$ cat src/common/imc_pkg.sv
package imc_pkg;

	// engine sequencing states
	typedef enum logic [3:0] {
		IMC_IDLE,
		IMC_START_A,
		IMC_START_B,
		IMC_RS_A,
		IMC_RS_B,
		IMC_RS_C,
		IMC_XFER_LO,
		IMC_XFER_HI,
		IMC_ACK_LO,
		IMC_ACK_HI,
		IMC_STOP_A,
		IMC_STOP_B,
		IMC_STOP_C
	} imc_state_t;

	// bit counts within a byte
	localparam logic [3:0] IMC_BIT_FIRST = 4'h0;
	localparam logic [3:0] IMC_RX_LAST = 4'h7;
	localparam logic [3:0] IMC_TX_LAST = 4'h8;

	// reset values
	localparam logic [7:0] IMC_BUF_RST = 8'h00;
	localparam logic [8:0] IMC_BRG_RST = 9'h000;
	localparam logic IMC_PIN_RST = 1'b1;
	localparam logic IMC_FLAG_RST = 1'b0;

endpackage : imc_pkg

$ cat src/hw/imc_baud_gen.sv
`timescale 1ns/1ns
// half-period timer: one tick every 2*(reload+1) clocks
module imc_baud_gen (
	// clock and reset
	input wire logic clk_sys,
	input wire logic rst_n,
	// control
	input wire logic load,
	input wire logic [7:0] reload,
	// timeout
	output logic tick
);

	logic [8:0] cnt;
	logic [8:0] reload_cnt;

	assign reload_cnt = {reload, 1'b1};
	assign tick = !load && (cnt == imc_pkg::IMC_BRG_RST);

	always_ff @(posedge clk_sys or negedge rst_n) begin
		if (!rst_n) begin
			cnt <= imc_pkg::IMC_BRG_RST;
		end else if (load || tick) begin
			cnt <= reload_cnt; // RULE23
		end else begin
			cnt <= cnt - 9'h001;
		end
	end

endmodule : imc_baud_gen

$ cat src/hw/imc_master.sv
`timescale 1ns/1ns
// Functional notes
// [RULE1] byte done while buffer full sets overflow
// [RULE2] buffer write during receive sets write collision
// [RULE3] read address shifted out, ack captured, flag
// [RULE4] receive byte then set flag and buffer-full
// [RULE5] software picks ack value, ends with nack/stop
// [RULE6] ack request drives SCL low, ack on SDA
// [RULE7] clear ack value for ack, set for nack
// [RULE8] ack: low one period, high one period
// [RULE9] buffer write during ack sets write collision
// [RULE10] stop: SDA low, release SCL, then SDA
// [RULE11] stop seen, one period later flag set
// [RULE12] buffer write during stop sets write collision
// [RULE13] interrupt flag wakes sleeping processor when enabled
// [RULE14] reset disables port, abandons transfer
// [RULE15] start/stop seen cleared on reset, disable
// [RULE16] bus free rules; interrupt on stop when busy
// [RULE17] released one read zero: collision, go idle
// [RULE18] transmit collision clears buffer full, frees lines
// [RULE19] sequence collision aborts and clears its request
// [RULE20] after collision, stop on bus sets flag
// [RULE21] new write after collision starts at bit one
// [RULE22] start aborted when lines low early
// [RULE23] baud timer reloads from reload value
// [RULE24] reload values 0x00 to 0x02 not used
// [RULE25] receive request ignored unless port idle
// [RULE26] buffer read clears buffer full
// [RULE27] collision flags stay until software clears
module imc_master (
	// clock and reset
	input wire logic clk_sys,
	input wire logic resetn,
	// configuration
	input wire logic port_enable,
	input wire logic interrupt_enable,
	input wire logic [7:0] baud_reload_value,
	input wire logic acknowledge_value,
	// request set pulses
	input wire logic set_start,
	input wire logic set_restart,
	input wire logic set_stop,
	input wire logic set_receive,
	input wire logic set_acknowledge,
	// transfer buffer access
	input wire logic buf_wr,
	input wire logic [7:0] buf_wdata,
	input wire logic buf_rd,
	// flag clear pulses
	input wire logic clr_interrupt,
	input wire logic clr_overflow,
	input wire logic clr_write_collision,
	input wire logic clr_bus_collision,
	// request bits
	output logic start_request,
	output logic restart_request,
	output logic stop_request,
	output logic receive_go,
	output logic acknowledge_sequence_go,
	// status
	output logic [7:0] transfer_buffer,
	output logic buffer_full_flag,
	output logic receive_overflow_flag,
	output logic write_collision_flag,
	output logic bus_collision_flag,
	output logic port_interrupt_flag,
	output logic acknowledge_result,
	output logic start_seen,
	output logic stop_seen,
	output logic wake,
	// bus pins, open drain
	input wire logic scl_in,
	output logic scl_out,
	output logic scl_oe,
	input wire logic sda_in,
	output logic sda_out,
	output logic sda_oe
);

	function automatic logic flag_upd(input logic cur, input logic set,
		input logic clr);
		flag_upd = set | (cur & !clr);
	endfunction : flag_upd

	logic rst_meta;
	logic rst_n;
	imc_pkg::imc_state_t state;
	imc_pkg::imc_state_t next_state;
	logic enter;
	logic brg_load;
	logic brg_tick;
	logic hold_wait;
	logic [7:0] shift_register;
	logic [3:0] bit_cnt;
	logic rx_mode;
	logic scl_hold;
	logic sda_hold;
	logic coll_watch;
	logic sda_q;
	logic scl_q;

	// reset release
	always_ff @(posedge clk_sys or negedge resetn) begin
		if (!resetn) begin
			rst_meta <= 1'b0;
			rst_n <= 1'b0;
		end else begin
			rst_meta <= 1'b1;
			rst_n <= rst_meta;
		end
	end

	// decode
	wire is_idle = state == imc_pkg::IMC_IDLE;
	wire any_req = start_request | restart_request | stop_request
		| receive_go | acknowledge_sequence_go;
	wire idle_quiet = is_idle & !any_req & port_enable;
	wire wr_ok = buf_wr & idle_quiet;
	wire in_xfer = state == imc_pkg::IMC_XFER_LO
		|| state == imc_pkg::IMC_XFER_HI;
	wire in_ack = state == imc_pkg::IMC_ACK_LO
		|| state == imc_pkg::IMC_ACK_HI;
	wire hi_tick = state == imc_pkg::IMC_XFER_HI && brg_tick;
	wire tx_data = !rx_mode && bit_cnt < imc_pkg::IMC_TX_LAST;
	wire tx_bit8 = hi_tick && !rx_mode && bit_cnt == imc_pkg::IMC_RX_LAST;
	wire done_tx = hi_tick && !rx_mode && bit_cnt == imc_pkg::IMC_TX_LAST;
	wire done_rx = hi_tick && rx_mode && bit_cnt == imc_pkg::IMC_RX_LAST;
	wire start_done = state == imc_pkg::IMC_START_B && brg_tick;
	wire rs_done = state == imc_pkg::IMC_RS_C && brg_tick;
	wire ack_done = state == imc_pkg::IMC_ACK_HI && brg_tick;
	wire stop_done = state == imc_pkg::IMC_STOP_C && brg_tick;
	wire abort = !port_enable; // RULE14
	wire bus_start = sda_q & !sda_in & scl_q & scl_in;
	wire bus_stop = !sda_q & sda_in & scl_q & scl_in;
	wire ext_stop = bus_stop & is_idle & (coll_watch | start_seen); // RULE16 RULE20

	// arbitration: released line read low; SDA while SCL high, except start (either line low) and stop (SCL low)
	wire coll_start = state == imc_pkg::IMC_START_A
		&& (!sda_in || !scl_in); // RULE22
	wire coll_data = state == imc_pkg::IMC_XFER_HI && tx_data
		&& shift_register[7] && scl_in && !sda_in; // RULE17
	wire coll_ack = state == imc_pkg::IMC_ACK_HI && acknowledge_value
		&& scl_in && !sda_in; // RULE17
	wire coll_rs = state == imc_pkg::IMC_RS_B && scl_in && !sda_in;
	wire coll_stop = state == imc_pkg::IMC_STOP_C && !scl_in;
	wire coll = port_enable
		& (coll_start | coll_data | coll_ack | coll_rs | coll_stop);
	wire seq_end = coll | abort;

	// timer holds while waiting on the bus
	always_comb begin
		case (state)
			imc_pkg::IMC_STOP_A: hold_wait = sda_in;
			imc_pkg::IMC_XFER_HI: hold_wait = !scl_in;
			imc_pkg::IMC_ACK_HI: hold_wait = !scl_in;
			imc_pkg::IMC_RS_B: hold_wait = !scl_in;
			imc_pkg::IMC_STOP_B: hold_wait = !scl_in;
			imc_pkg::IMC_STOP_C: hold_wait = !(sda_in && scl_in);
			default: hold_wait = 1'b0;
		endcase
	end

	assign brg_load = is_idle | enter | hold_wait;

	imc_baud_gen u_baud (
		.clk_sys(clk_sys),
		.rst_n(rst_n),
		.load(brg_load),
		.reload(baud_reload_value),
		.tick(brg_tick)
	);

	// sequencer
	always_comb begin
		next_state = state;
		if (seq_end) begin
			next_state = imc_pkg::IMC_IDLE; // RULE17 RULE19
		end else begin
			case (state)
				imc_pkg::IMC_IDLE: begin
					if (start_request) begin
						next_state = imc_pkg::IMC_START_A;
					end else if (restart_request) begin
						next_state = imc_pkg::IMC_RS_A;
					end else if (stop_request) begin
						next_state = imc_pkg::IMC_STOP_A; // RULE10
					end else if (acknowledge_sequence_go) begin
						next_state = imc_pkg::IMC_ACK_LO; // RULE6
					end else if (receive_go || wr_ok) begin
						next_state = imc_pkg::IMC_XFER_LO; // RULE3 RULE4
					end
				end
				imc_pkg::IMC_START_A: begin
					if (brg_tick) begin
						next_state = imc_pkg::IMC_START_B;
					end
				end
				imc_pkg::IMC_RS_A: begin
					if (brg_tick) begin
						next_state = imc_pkg::IMC_RS_B;
					end
				end
				imc_pkg::IMC_RS_B: begin
					if (brg_tick) begin
						next_state = imc_pkg::IMC_RS_C;
					end
				end
				imc_pkg::IMC_XFER_LO: begin
					if (brg_tick) begin
						next_state = imc_pkg::IMC_XFER_HI;
					end
				end
				imc_pkg::IMC_XFER_HI: begin
					if (done_tx || done_rx) begin
						next_state = imc_pkg::IMC_IDLE;
					end else if (brg_tick) begin
						next_state = imc_pkg::IMC_XFER_LO;
					end
				end
				imc_pkg::IMC_ACK_LO: begin
					if (brg_tick) begin
						next_state = imc_pkg::IMC_ACK_HI; // RULE8
					end
				end
				imc_pkg::IMC_STOP_A: begin
					if (brg_tick) begin
						next_state = imc_pkg::IMC_STOP_B; // RULE10
					end
				end
				imc_pkg::IMC_STOP_B: begin
					if (brg_tick) begin
						next_state = imc_pkg::IMC_STOP_C; // RULE10
					end
				end
				default: begin
					if (brg_tick) begin
						next_state = imc_pkg::IMC_IDLE; // RULE8 RULE11
					end
				end
			endcase
		end
	end

	always_ff @(posedge clk_sys or negedge rst_n) begin
		if (!rst_n) begin
			state <= imc_pkg::IMC_IDLE;
			enter <= 1'b0;
		end else begin
			state <= next_state;
			enter <= next_state != state;
		end
	end

	// request bits, accepted only in a quiet idle
	always_ff @(posedge clk_sys or negedge rst_n) begin
		if (!rst_n) begin
			start_request <= imc_pkg::IMC_FLAG_RST;
			restart_request <= imc_pkg::IMC_FLAG_RST;
			stop_request <= imc_pkg::IMC_FLAG_RST;
			receive_go <= imc_pkg::IMC_FLAG_RST;
			acknowledge_sequence_go <= imc_pkg::IMC_FLAG_RST;
		end else begin
			start_request <= (start_request | (set_start & idle_quiet))
				& !(start_done | seq_end);
			restart_request <= (restart_request | (set_restart & idle_quiet))
				& !(rs_done | seq_end);
			stop_request <= (stop_request | (set_stop & idle_quiet))
				& !(stop_done | seq_end); // RULE11 RULE19
			receive_go <= (receive_go | (set_receive & idle_quiet))
				& !(done_rx | seq_end); // RULE25
			acknowledge_sequence_go <= (acknowledge_sequence_go
				| (set_acknowledge & idle_quiet))
				& !(ack_done | seq_end); // RULE8 RULE19
		end
	end

	// status flags, a set beats a clear
	always_ff @(posedge clk_sys or negedge rst_n) begin
		if (!rst_n) begin
			buffer_full_flag <= imc_pkg::IMC_FLAG_RST;
			receive_overflow_flag <= imc_pkg::IMC_FLAG_RST;
			write_collision_flag <= imc_pkg::IMC_FLAG_RST;
			bus_collision_flag <= imc_pkg::IMC_FLAG_RST;
			port_interrupt_flag <= imc_pkg::IMC_FLAG_RST;
		end else begin
			buffer_full_flag <= flag_upd(buffer_full_flag, wr_ok | done_rx,
				buf_rd | tx_bit8 | coll | abort); // RULE4 RULE18 RULE26
			receive_overflow_flag <= flag_upd(receive_overflow_flag,
				done_rx & buffer_full_flag, clr_overflow); // RULE1
			write_collision_flag <= flag_upd(write_collision_flag,
				buf_wr & !wr_ok & port_enable,
				clr_write_collision); // RULE2 RULE9 RULE12 RULE27
			bus_collision_flag <= flag_upd(bus_collision_flag, coll,
				clr_bus_collision); // RULE17 RULE27
			port_interrupt_flag <= flag_upd(port_interrupt_flag,
				start_done | rs_done | done_tx | done_rx | ack_done
				| stop_done | ext_stop,
				clr_interrupt); // RULE3 RULE11 RULE20
		end
	end

	// data path
	always_ff @(posedge clk_sys or negedge rst_n) begin
		if (!rst_n) begin
			transfer_buffer <= imc_pkg::IMC_BUF_RST;
			shift_register <= imc_pkg::IMC_BUF_RST;
			acknowledge_result <= imc_pkg::IMC_FLAG_RST;
		end else begin
			if (wr_ok) begin
				transfer_buffer <= buf_wdata;
				shift_register <= buf_wdata; // RULE21
			end else if (hi_tick) begin
				shift_register <= {shift_register[6:0],
					rx_mode & sda_in};
			end
			if (done_rx) begin
				transfer_buffer <= {shift_register[6:0], sda_in}; // RULE4
			end
			if (done_tx) begin
				acknowledge_result <= sda_in; // RULE3
			end
		end
	end

	// bit position and direction
	always_ff @(posedge clk_sys or negedge rst_n) begin
		if (!rst_n) begin
			bit_cnt <= imc_pkg::IMC_BIT_FIRST;
			rx_mode <= imc_pkg::IMC_FLAG_RST;
		end else if (is_idle) begin
			bit_cnt <= imc_pkg::IMC_BIT_FIRST; // RULE21
			rx_mode <= receive_go;
		end else if (hi_tick) begin
			bit_cnt <= bit_cnt + 4'h1;
		end
	end

	// line holds between sequences
	always_ff @(posedge clk_sys or negedge rst_n) begin
		if (!rst_n) begin
			scl_hold <= imc_pkg::IMC_FLAG_RST;
			sda_hold <= imc_pkg::IMC_FLAG_RST;
		end else if (seq_end || stop_done) begin
			scl_hold <= 1'b0; // RULE18 RULE19
			sda_hold <= 1'b0;
		end else if (start_done || rs_done) begin
			scl_hold <= 1'b1;
			sda_hold <= 1'b1;
		end else if (done_tx || done_rx || ack_done) begin
			scl_hold <= 1'b1; // RULE8
			sda_hold <= 1'b0;
		end
	end

	// bus monitor
	always_ff @(posedge clk_sys or negedge rst_n) begin
		if (!rst_n) begin
			sda_q <= imc_pkg::IMC_PIN_RST;
			scl_q <= imc_pkg::IMC_PIN_RST;
			start_seen <= imc_pkg::IMC_FLAG_RST;
			stop_seen <= imc_pkg::IMC_FLAG_RST;
			coll_watch <= imc_pkg::IMC_FLAG_RST;
		end else begin
			sda_q <= sda_in;
			scl_q <= scl_in;
			if (abort) begin
				start_seen <= 1'b0; // RULE15
				stop_seen <= 1'b0;
			end else if (bus_start) begin
				start_seen <= 1'b1;
				stop_seen <= 1'b0;
			end else if (bus_stop) begin
				start_seen <= 1'b0;
				stop_seen <= 1'b1; // RULE11 RULE16
			end
			coll_watch <= coll | (coll_watch & !bus_stop & !abort);
		end
	end

	// open-drain pins
	assign scl_out = 1'b0;
	assign sda_out = 1'b0;
	assign scl_oe = port_enable & ((is_idle & scl_hold)
		| state == imc_pkg::IMC_RS_A | state == imc_pkg::IMC_XFER_LO
		| state == imc_pkg::IMC_ACK_LO
		| state == imc_pkg::IMC_STOP_A); // RULE6 RULE8 RULE10
	assign sda_oe = port_enable & ((is_idle & sda_hold)
		| state == imc_pkg::IMC_START_B | state == imc_pkg::IMC_RS_C
		| (in_xfer & tx_data & !shift_register[7])
		| (in_ack & !acknowledge_value) // RULE6
		| state == imc_pkg::IMC_STOP_A
		| state == imc_pkg::IMC_STOP_B); // RULE10
	assign wake = port_interrupt_flag & interrupt_enable; // RULE13
endmodule : imc_master

$ cat config.mk
export PLATFORM = sky130hd
export DESIGN_NAME = imc_master
export DESIGN_NICKNAME = d
export VERILOG_FILES = /design/src/common/imc_pkg.sv /design/src/hw/imc_baud_gen.sv /design/src/hw/imc_master.sv
export SDC_FILE = /design/constraint.sdc
export NUM_CORES = 1
export LEC_CHECK = 0
export BUFFER_PORTS_ARGS = -buffer_cell sky130_fd_sc_hd__buf_4
export CAP_MARGIN = 20
export CORE_MARGIN = 2
export CORE_UTILIZATION = 60
export DETAILED_ROUTE_END_ITERATION = 16
export GPL_TIMING_DRIVEN = 0
export HOLD_SLACK_MARGIN = 0.12
export PLACE_DENSITY = 0.86
export SETUP_SLACK_MARGIN = 0.2
export SLEW_MARGIN = 20
export SYNTH_ARGS = -nofsm -noshare
export SYNTH_HDL_FRONTEND = slang
export SYNTH_SLANG_ARGS = --single-unit
$ cat constraint.sdc
create_clock -name clk_sys -period 5.2 [get_ports clk_sys]
set_clock_uncertainty 0.2 [all_clocks]
set_input_delay 1.04 -clock clk_sys [delete_from_list [all_inputs] [get_ports clk_sys]]
set_output_delay 1.04 -clock clk_sys [all_outputs]
set_load 0.02 [all_outputs]
# == After elaboration in Yosys (flattened, before gate mapping) ==
# Index checks and enable logic that the tools add are counted.
# word_totals
in_bits,34
wordCells,234
regBits,55
# op_classes
n_lt_le_gt_ge,1
reduce_logical,62
eq_ne,16
bitwise,89
mux,37
add_sub_neg,2
# op_table
cell,n
$mux 4,18
$or 1x1->1,48
$and 1x1->1,41
$pmux 4 s9,1
$mux 8,4
$eq 4x4->1 const B,6
$logic_and 1x1->1,24
$logic_not 1->1,22
$eq 4x3->1 const B,5
$mux 1,12
$logic_not 9->1,1
$logic_or 1x1->1,9
$mux 9,1
$sub 9x1->9 const B,1
$eq 4x2->1 const B,2
$reduce_bool 2->1,3
$add 4x1->4 const B,1
$eq 4x1->1 const B,1
$logic_not 4->1,1
$lt 4x4->1 const B,1
$ne 4x4->1,1
$reduce_or 4->1,1
$ne 3x1->1 const B,1
$pmux 1 s3,1
$reduce_bool 3->1,1

# == Logic depth before layout (Yosys ltp) ==
# depth
word_depth,17
ltp_mapped,10

# == Hierarchy ==
# A second synthesis with hierarchy kept.
# unflattened
hier_cells,333
area_unflattened_um2,3124.2
# by_module_without_submodules
module,area_per_inst_um2,instances,cells_each
imc_master,2648.8,1,284
imc_baud_gen,475.5,1,49

# == Least setup slack after synthesis ==
# No wires, ideal clock.
# synth_path
path_type,input to register
start,input sda_in
end,register enter
slack_ns,2.138
required_time_ns,4.929
t_arrival_ns,2.791
stages,8
cell_sequence,clkbuf_1 > and3_1 > o21ai_0 > nand3_4 > o311a_1 > a31o_1 > o311a_1 > nand4_1
# synth_between
elab_chain_cells,14
elab_cells_between_ends,37
classes_between,1 x eq/ne; 13 x mux; 7 x bitwise; 16 x reduce/logical
# synth_rtl
element,line,source
start: declaration,imc_master.sv:75,"input wire logic sda_in,"
$logic_and 1x1->1,imc_master.sv:158,imc_pkg::IMC_STOP_C: hold_wait = !(sda_in && scl_in);
$logic_not 1->1,imc_master.sv:158,
$pmux 1 s3,imc_master.sv:152,case (state)
$or 1x1->1,imc_master.sv:163,assign brg_load = is_idle | enter | hold_wait;
$logic_not 1->1,imc_baud_gen.sv:18,assign tick = !load && (cnt == imc_pkg::IMC_BRG_RST);
$logic_and 1x1->1,imc_baud_gen.sv:18,
$logic_and 1x1->1,imc_master.sv:123,wire hi_tick = state == imc_pkg::IMC_XFER_HI && brg_tick;
"$logic_and 1x1->1, on equally long branches (2 in series)","imc_master.sv:126, imc_master.sv:127",
$logic_or 1x1->1,imc_master.sv:214,if (done_tx || done_rx) begin
$mux 4,imc_master.sv:214,
$pmux 4 s9,imc_master.sv:179,case (state)
$mux 4 (*),imc_master.sv:176,if (seq_end) begin
$ne 4x4->1 (*),imc_master.sv:250,enter <= next_state != state;
end signal: assignment,imc_master.sv:250,
end: declaration,imc_master.sv:89,logic enter;
# Every way passes the cells marked *; elsewhere a longest branch is shown, timed or not.
# A chain may end at the register's enable or synchronous reset.

# == Final worst setup path ==
# layout_path
start,register state[1]
end,output sda_oe
# layout_between
elab_chain_cells,9
elab_cells_between_ends,22
classes_between,8 x eq/ne; 11 x bitwise; 3 x reduce/logical
# layout_rtl
element,line,source
start: declaration,imc_master.sv:87,imc_pkg::imc_state_t state;
start signal: assignment,imc_master.sv:246,state <= imc_pkg::IMC_IDLE;
start signal: assignment,imc_master.sv:249,state <= next_state;
$logic_not 4->1 (tied with other cells),imc_master.sv:114,wire is_idle = state == imc_pkg::IMC_IDLE;
$and 1x1->1 / $logic_or 1x1->1 (equally long branches),"imc_master.sv:387, imc_master.sv:120",
$or 1x1->1 / $and 1x1->1 (equally long branches) (2 in series),"imc_master.sv:388, imc_master.sv:389",
$or 1x1->1,imc_master.sv:389,| (in_xfer & tx_data & !shift_register[7])
$or 1x1->1,imc_master.sv:390,| (in_ack & !acknowledge_value)
$or 1x1->1,imc_master.sv:391,| state == imc_pkg::IMC_STOP_A
$or 1x1->1 (*),imc_master.sv:392,| state == imc_pkg::IMC_STOP_B);
$and 1x1->1 (*),imc_master.sv:387,assign sda_oe = port_enable & ((is_idle & sda_hold)
end: declaration,imc_master.sv:77,output logic sda_oe
# Marks and branches as above.

==> flow_summary_export.csv <==
group,metric,value,unit
outcome,run_status,"finished clean",
final_layout,fill_cells,406,
timing,setup_viol,0,
cts,clkTransAtPathRegs,0.10,ns
synthesis,synth_flop_cell,"dfrtp_1",
final_layout,layout.nets,448,
timing,rsz0062_at_grt,"no",
setup_path,reg2regPathDepth,8,
synthesis,yosys.area.top_type_share,0.423,
floorplan,die_width,76.2,um
timing,fin_crit_sh,0.730,
timing,max_freq,264,MHz
global_routing,grt_usage,0.274,
cts,postCtsHoldBufs,0,
cts,cts_tree,"yes",
setup_path,r2r-start,"state[0]",
cts,cts_buffers,5,
route,drt_wl_total,7.91,mm
synthesis,avgSynthCellArea,9.05,um^2
floorplan,die_y,76.2,um
cts,clock_latency,0.32,ns
synthesis,synthCells,346,
route,drt_pre_antenna_iters,5,
route,avgRoutedWirePerCell,16.4,um
placed_design,place_hpwl,5.73,mm
setup_path,crit_path_end_kind,"primary output",
timing,setup_ws,1.41,ns
cts,cts_resized,0,
cts,clock-sinks,55,
global_routing,grt_pass1_wl,12.9,mm
route,drt_iter0_drc,251,
synthesis,yosysSeqAreaShare,0.440,
cts,postCtsSetupRepairBufs,0,
floorplan,io_pins,60,
route,viasPerCell,5.96,
timing,slew_viol_final,0,
floorplan,rows,26,
synthesis,async_reset_ff_frac,1.00,
setup_path,setup.worst_path.start_class,"flop",
final_layout,final_common_cell,"buf_4",
floorplan,die_area,5810,um^2
synthesis,synth_top_area_cell,"dfrtp_1",
placed_design,gp_congestion,1.02,
placed_design,pre_cts_ws,1.58,ns
synthesis,ys_top_cells_by_area,"dfrtp_1 (42%), o21ai_0 (5.9%), mux2i_1 (4.8%)",
hold_path,min_path_type,"reg -> reg",
setup_path,cp.arrival,2.55,ns
hold_path,whs_path_depth,0,
setup_path,crit_required,3.96,ns
global_routing,grt_pass1_vias,2709,
route,drtAntennaViolNets,0,
floorplan,coreArea,5070,um^2
synthesis,postSynthRegisterBits,55,
synthesis,synth_edf_count,0,
route,vias,2871,
power_and_ir_drop,p_per_area,483,nW/um^2
setup_path,r2r_setup_slack,2.05,ns
final_layout,synthToLayoutAreaGrowth,19.5,%
hold_path,hp-start,"rst_meta",
cts,clockBufferDepth,2,
setup_path,critical_path_class,"reg -> out",
global_routing,grt-ovfl-total,0,
setup_path,cp_max_fo,10,
placed_design,numPortBuffers,57,
final_layout,diodes,0,
synthesis,synth.distinct_cells,58,
global_routing,antenna_found_initial,0,
synthesis,yosys_warnings,0,
floorplan,start_util,0.617,
timing,finalCriticalPeriod,3.79,ns
hold_path,hold_path_end,"rst_n",
cts,h-tree-depth,2,
setup_path,regToRegEndpoint,"enter",
final_layout,most-common-layout-cells,"buf_4 (60), dfrtp_1 (52), o21ai_0 (37), nand2_1 (35), nor2_1 (31)",
final_layout,drive_gt1_frac,0.223,
global_routing,grt_max_degree,54,
timing,fin_tns_setup,0,ns
timing,tightest_slew,0.668,ns
timing,max-slew-margin-rel,0.554,
run,drv_cap,0,
route,drc,0,
power_and_ir_drop,ir_worst_vdd,0.289,mV
cts,cts-root-buf,"clkbuf_8",
timing,hold_viol,0,
synthesis,synthesis.area,3130,um^2
power_and_ir_drop,leakagePower,1.61,nW
==> routing by layer <==
layer	GRT usage	share of wire
met4	0.0709	0.014
met2	0.462	0.48
met5	0	0
met3	0.0474	0.070
met1	0.368	0.43
==> Yosys cell counts, drive strengths merged (3+ instances only) <==
cell type / number
a211oi: 7
a21oi: 27
a2bb2oi: 3
a31oi: 5
buf: 8
clkbuf: 12
dfrtp: 53
ha: 3
inv: 15
mux2i: 15
nand2: 35
nand2b: 4
nand3: 4
nand4: 3
nor2: 32
nor2b: 5
nor3: 12
nor3b: 3
nor4: 5
o21ai: 37
o22ai: 4
o31ai: 3
or2: 3
or3: 3
xnor2: 6
xor2: 4
==> critical path, cell delays in order, from the launching register on <==
cell      delay (ns)
dfrtp_1         0.51
clkbuf_1        0.39
clkbuf_1        0.39
nor4b_1         0.49
o21ai_0         0.15
a21oi_1         0.16
buf_4           0.15
==> where the power goes <==
part	leakage (nW)	internal (W)	switching (W)
sequential	0.697	0.000562	0.000137
clock	0.0483	0.0000953	0.000150
combinational	0.862	0.000359	0.000502
total	1.61	0.00102	0.000789
==> state kept, by name, summed over array words and instances (netlist names), 4 cells and up <==
name and cells:
u_baud.cnt 9, shift_register 8, transfer_buffer 8, bit_cnt 4, state 4
==> layout make-up <==
type                            instances  area [um^2]  area share
Multi-Input combinational cell        257         1610       0.430
Sequential cell                        55         1380       0.369
Timing Repair Buffer                   57          428       0.114
Buffer                                 20         92.6      0.0247
Tap cell                               70         87.6      0.0234
Clock buffer                            5         68.8      0.0184
Inverter                               15         56.3      0.0150
Clock inverter                          3         18.8     0.00502
==> cell families (layout without fill, tap and decap cells) <==
| group | count (synthesis) | after routing | share of synthesized area |
|---|---|---|---|
| xor gates and xnor gates | 10 | 10 | 0.0280 |
| buffers and inverters | 35 | 100 | 0.0475 |
| other | 2 | 3 | 0.00240 |
| and+or+nand+nor | 122 | 122 | 0.219 |
| DFF | 55 | 55 | 0.440 |
| AOI/OAI and AO/OA | 102 | 102 | 0.196 |
| muxes | 17 | 17 | 0.0551 |
| adders and majority gates | 3 | 3 | 0.0120 |
==> metrics by stage <==
stage / instances / util / area [um^2] / hold WS, ns / power (W)
2_1_floorplan: 347 / - / 3140 / 0.131 / 0.00128
3_3_place_gp: 474 / 0.719 / 3650 / 0.135 / 0.00152
3_5_place_dp: 474 / 0.720 / 3650 / 0.144 / 0.00156
4_1_cts: 482 / 0.737 / 3740 / 0.159 / 0.00180
5_1_grt: 482 / 0.737 / 3740 / 0.167 / 0.00193
6_report: 482 / 0.737 / 3740 / 0.156 / 0.00181
==> worst max path at each step <==
stage,slack (ns),end,depth (start not counted),startpoint
6_report,1.41,sda_oe,6,state[1]
5_1_grt,1.33,sda_oe,6,state[1]
4_1_cts,1.45,sda_oe,6,state[1]
3_5_place_dp,1.58,receive_overflow_flag,9,sda_in
3_3_place_gp,1.66,transfer_buffer[3],9,sda_in
2_1_floorplan,2.14,enter,8,sda_in
Note: power is estimated with default switching activity, not from simulation.
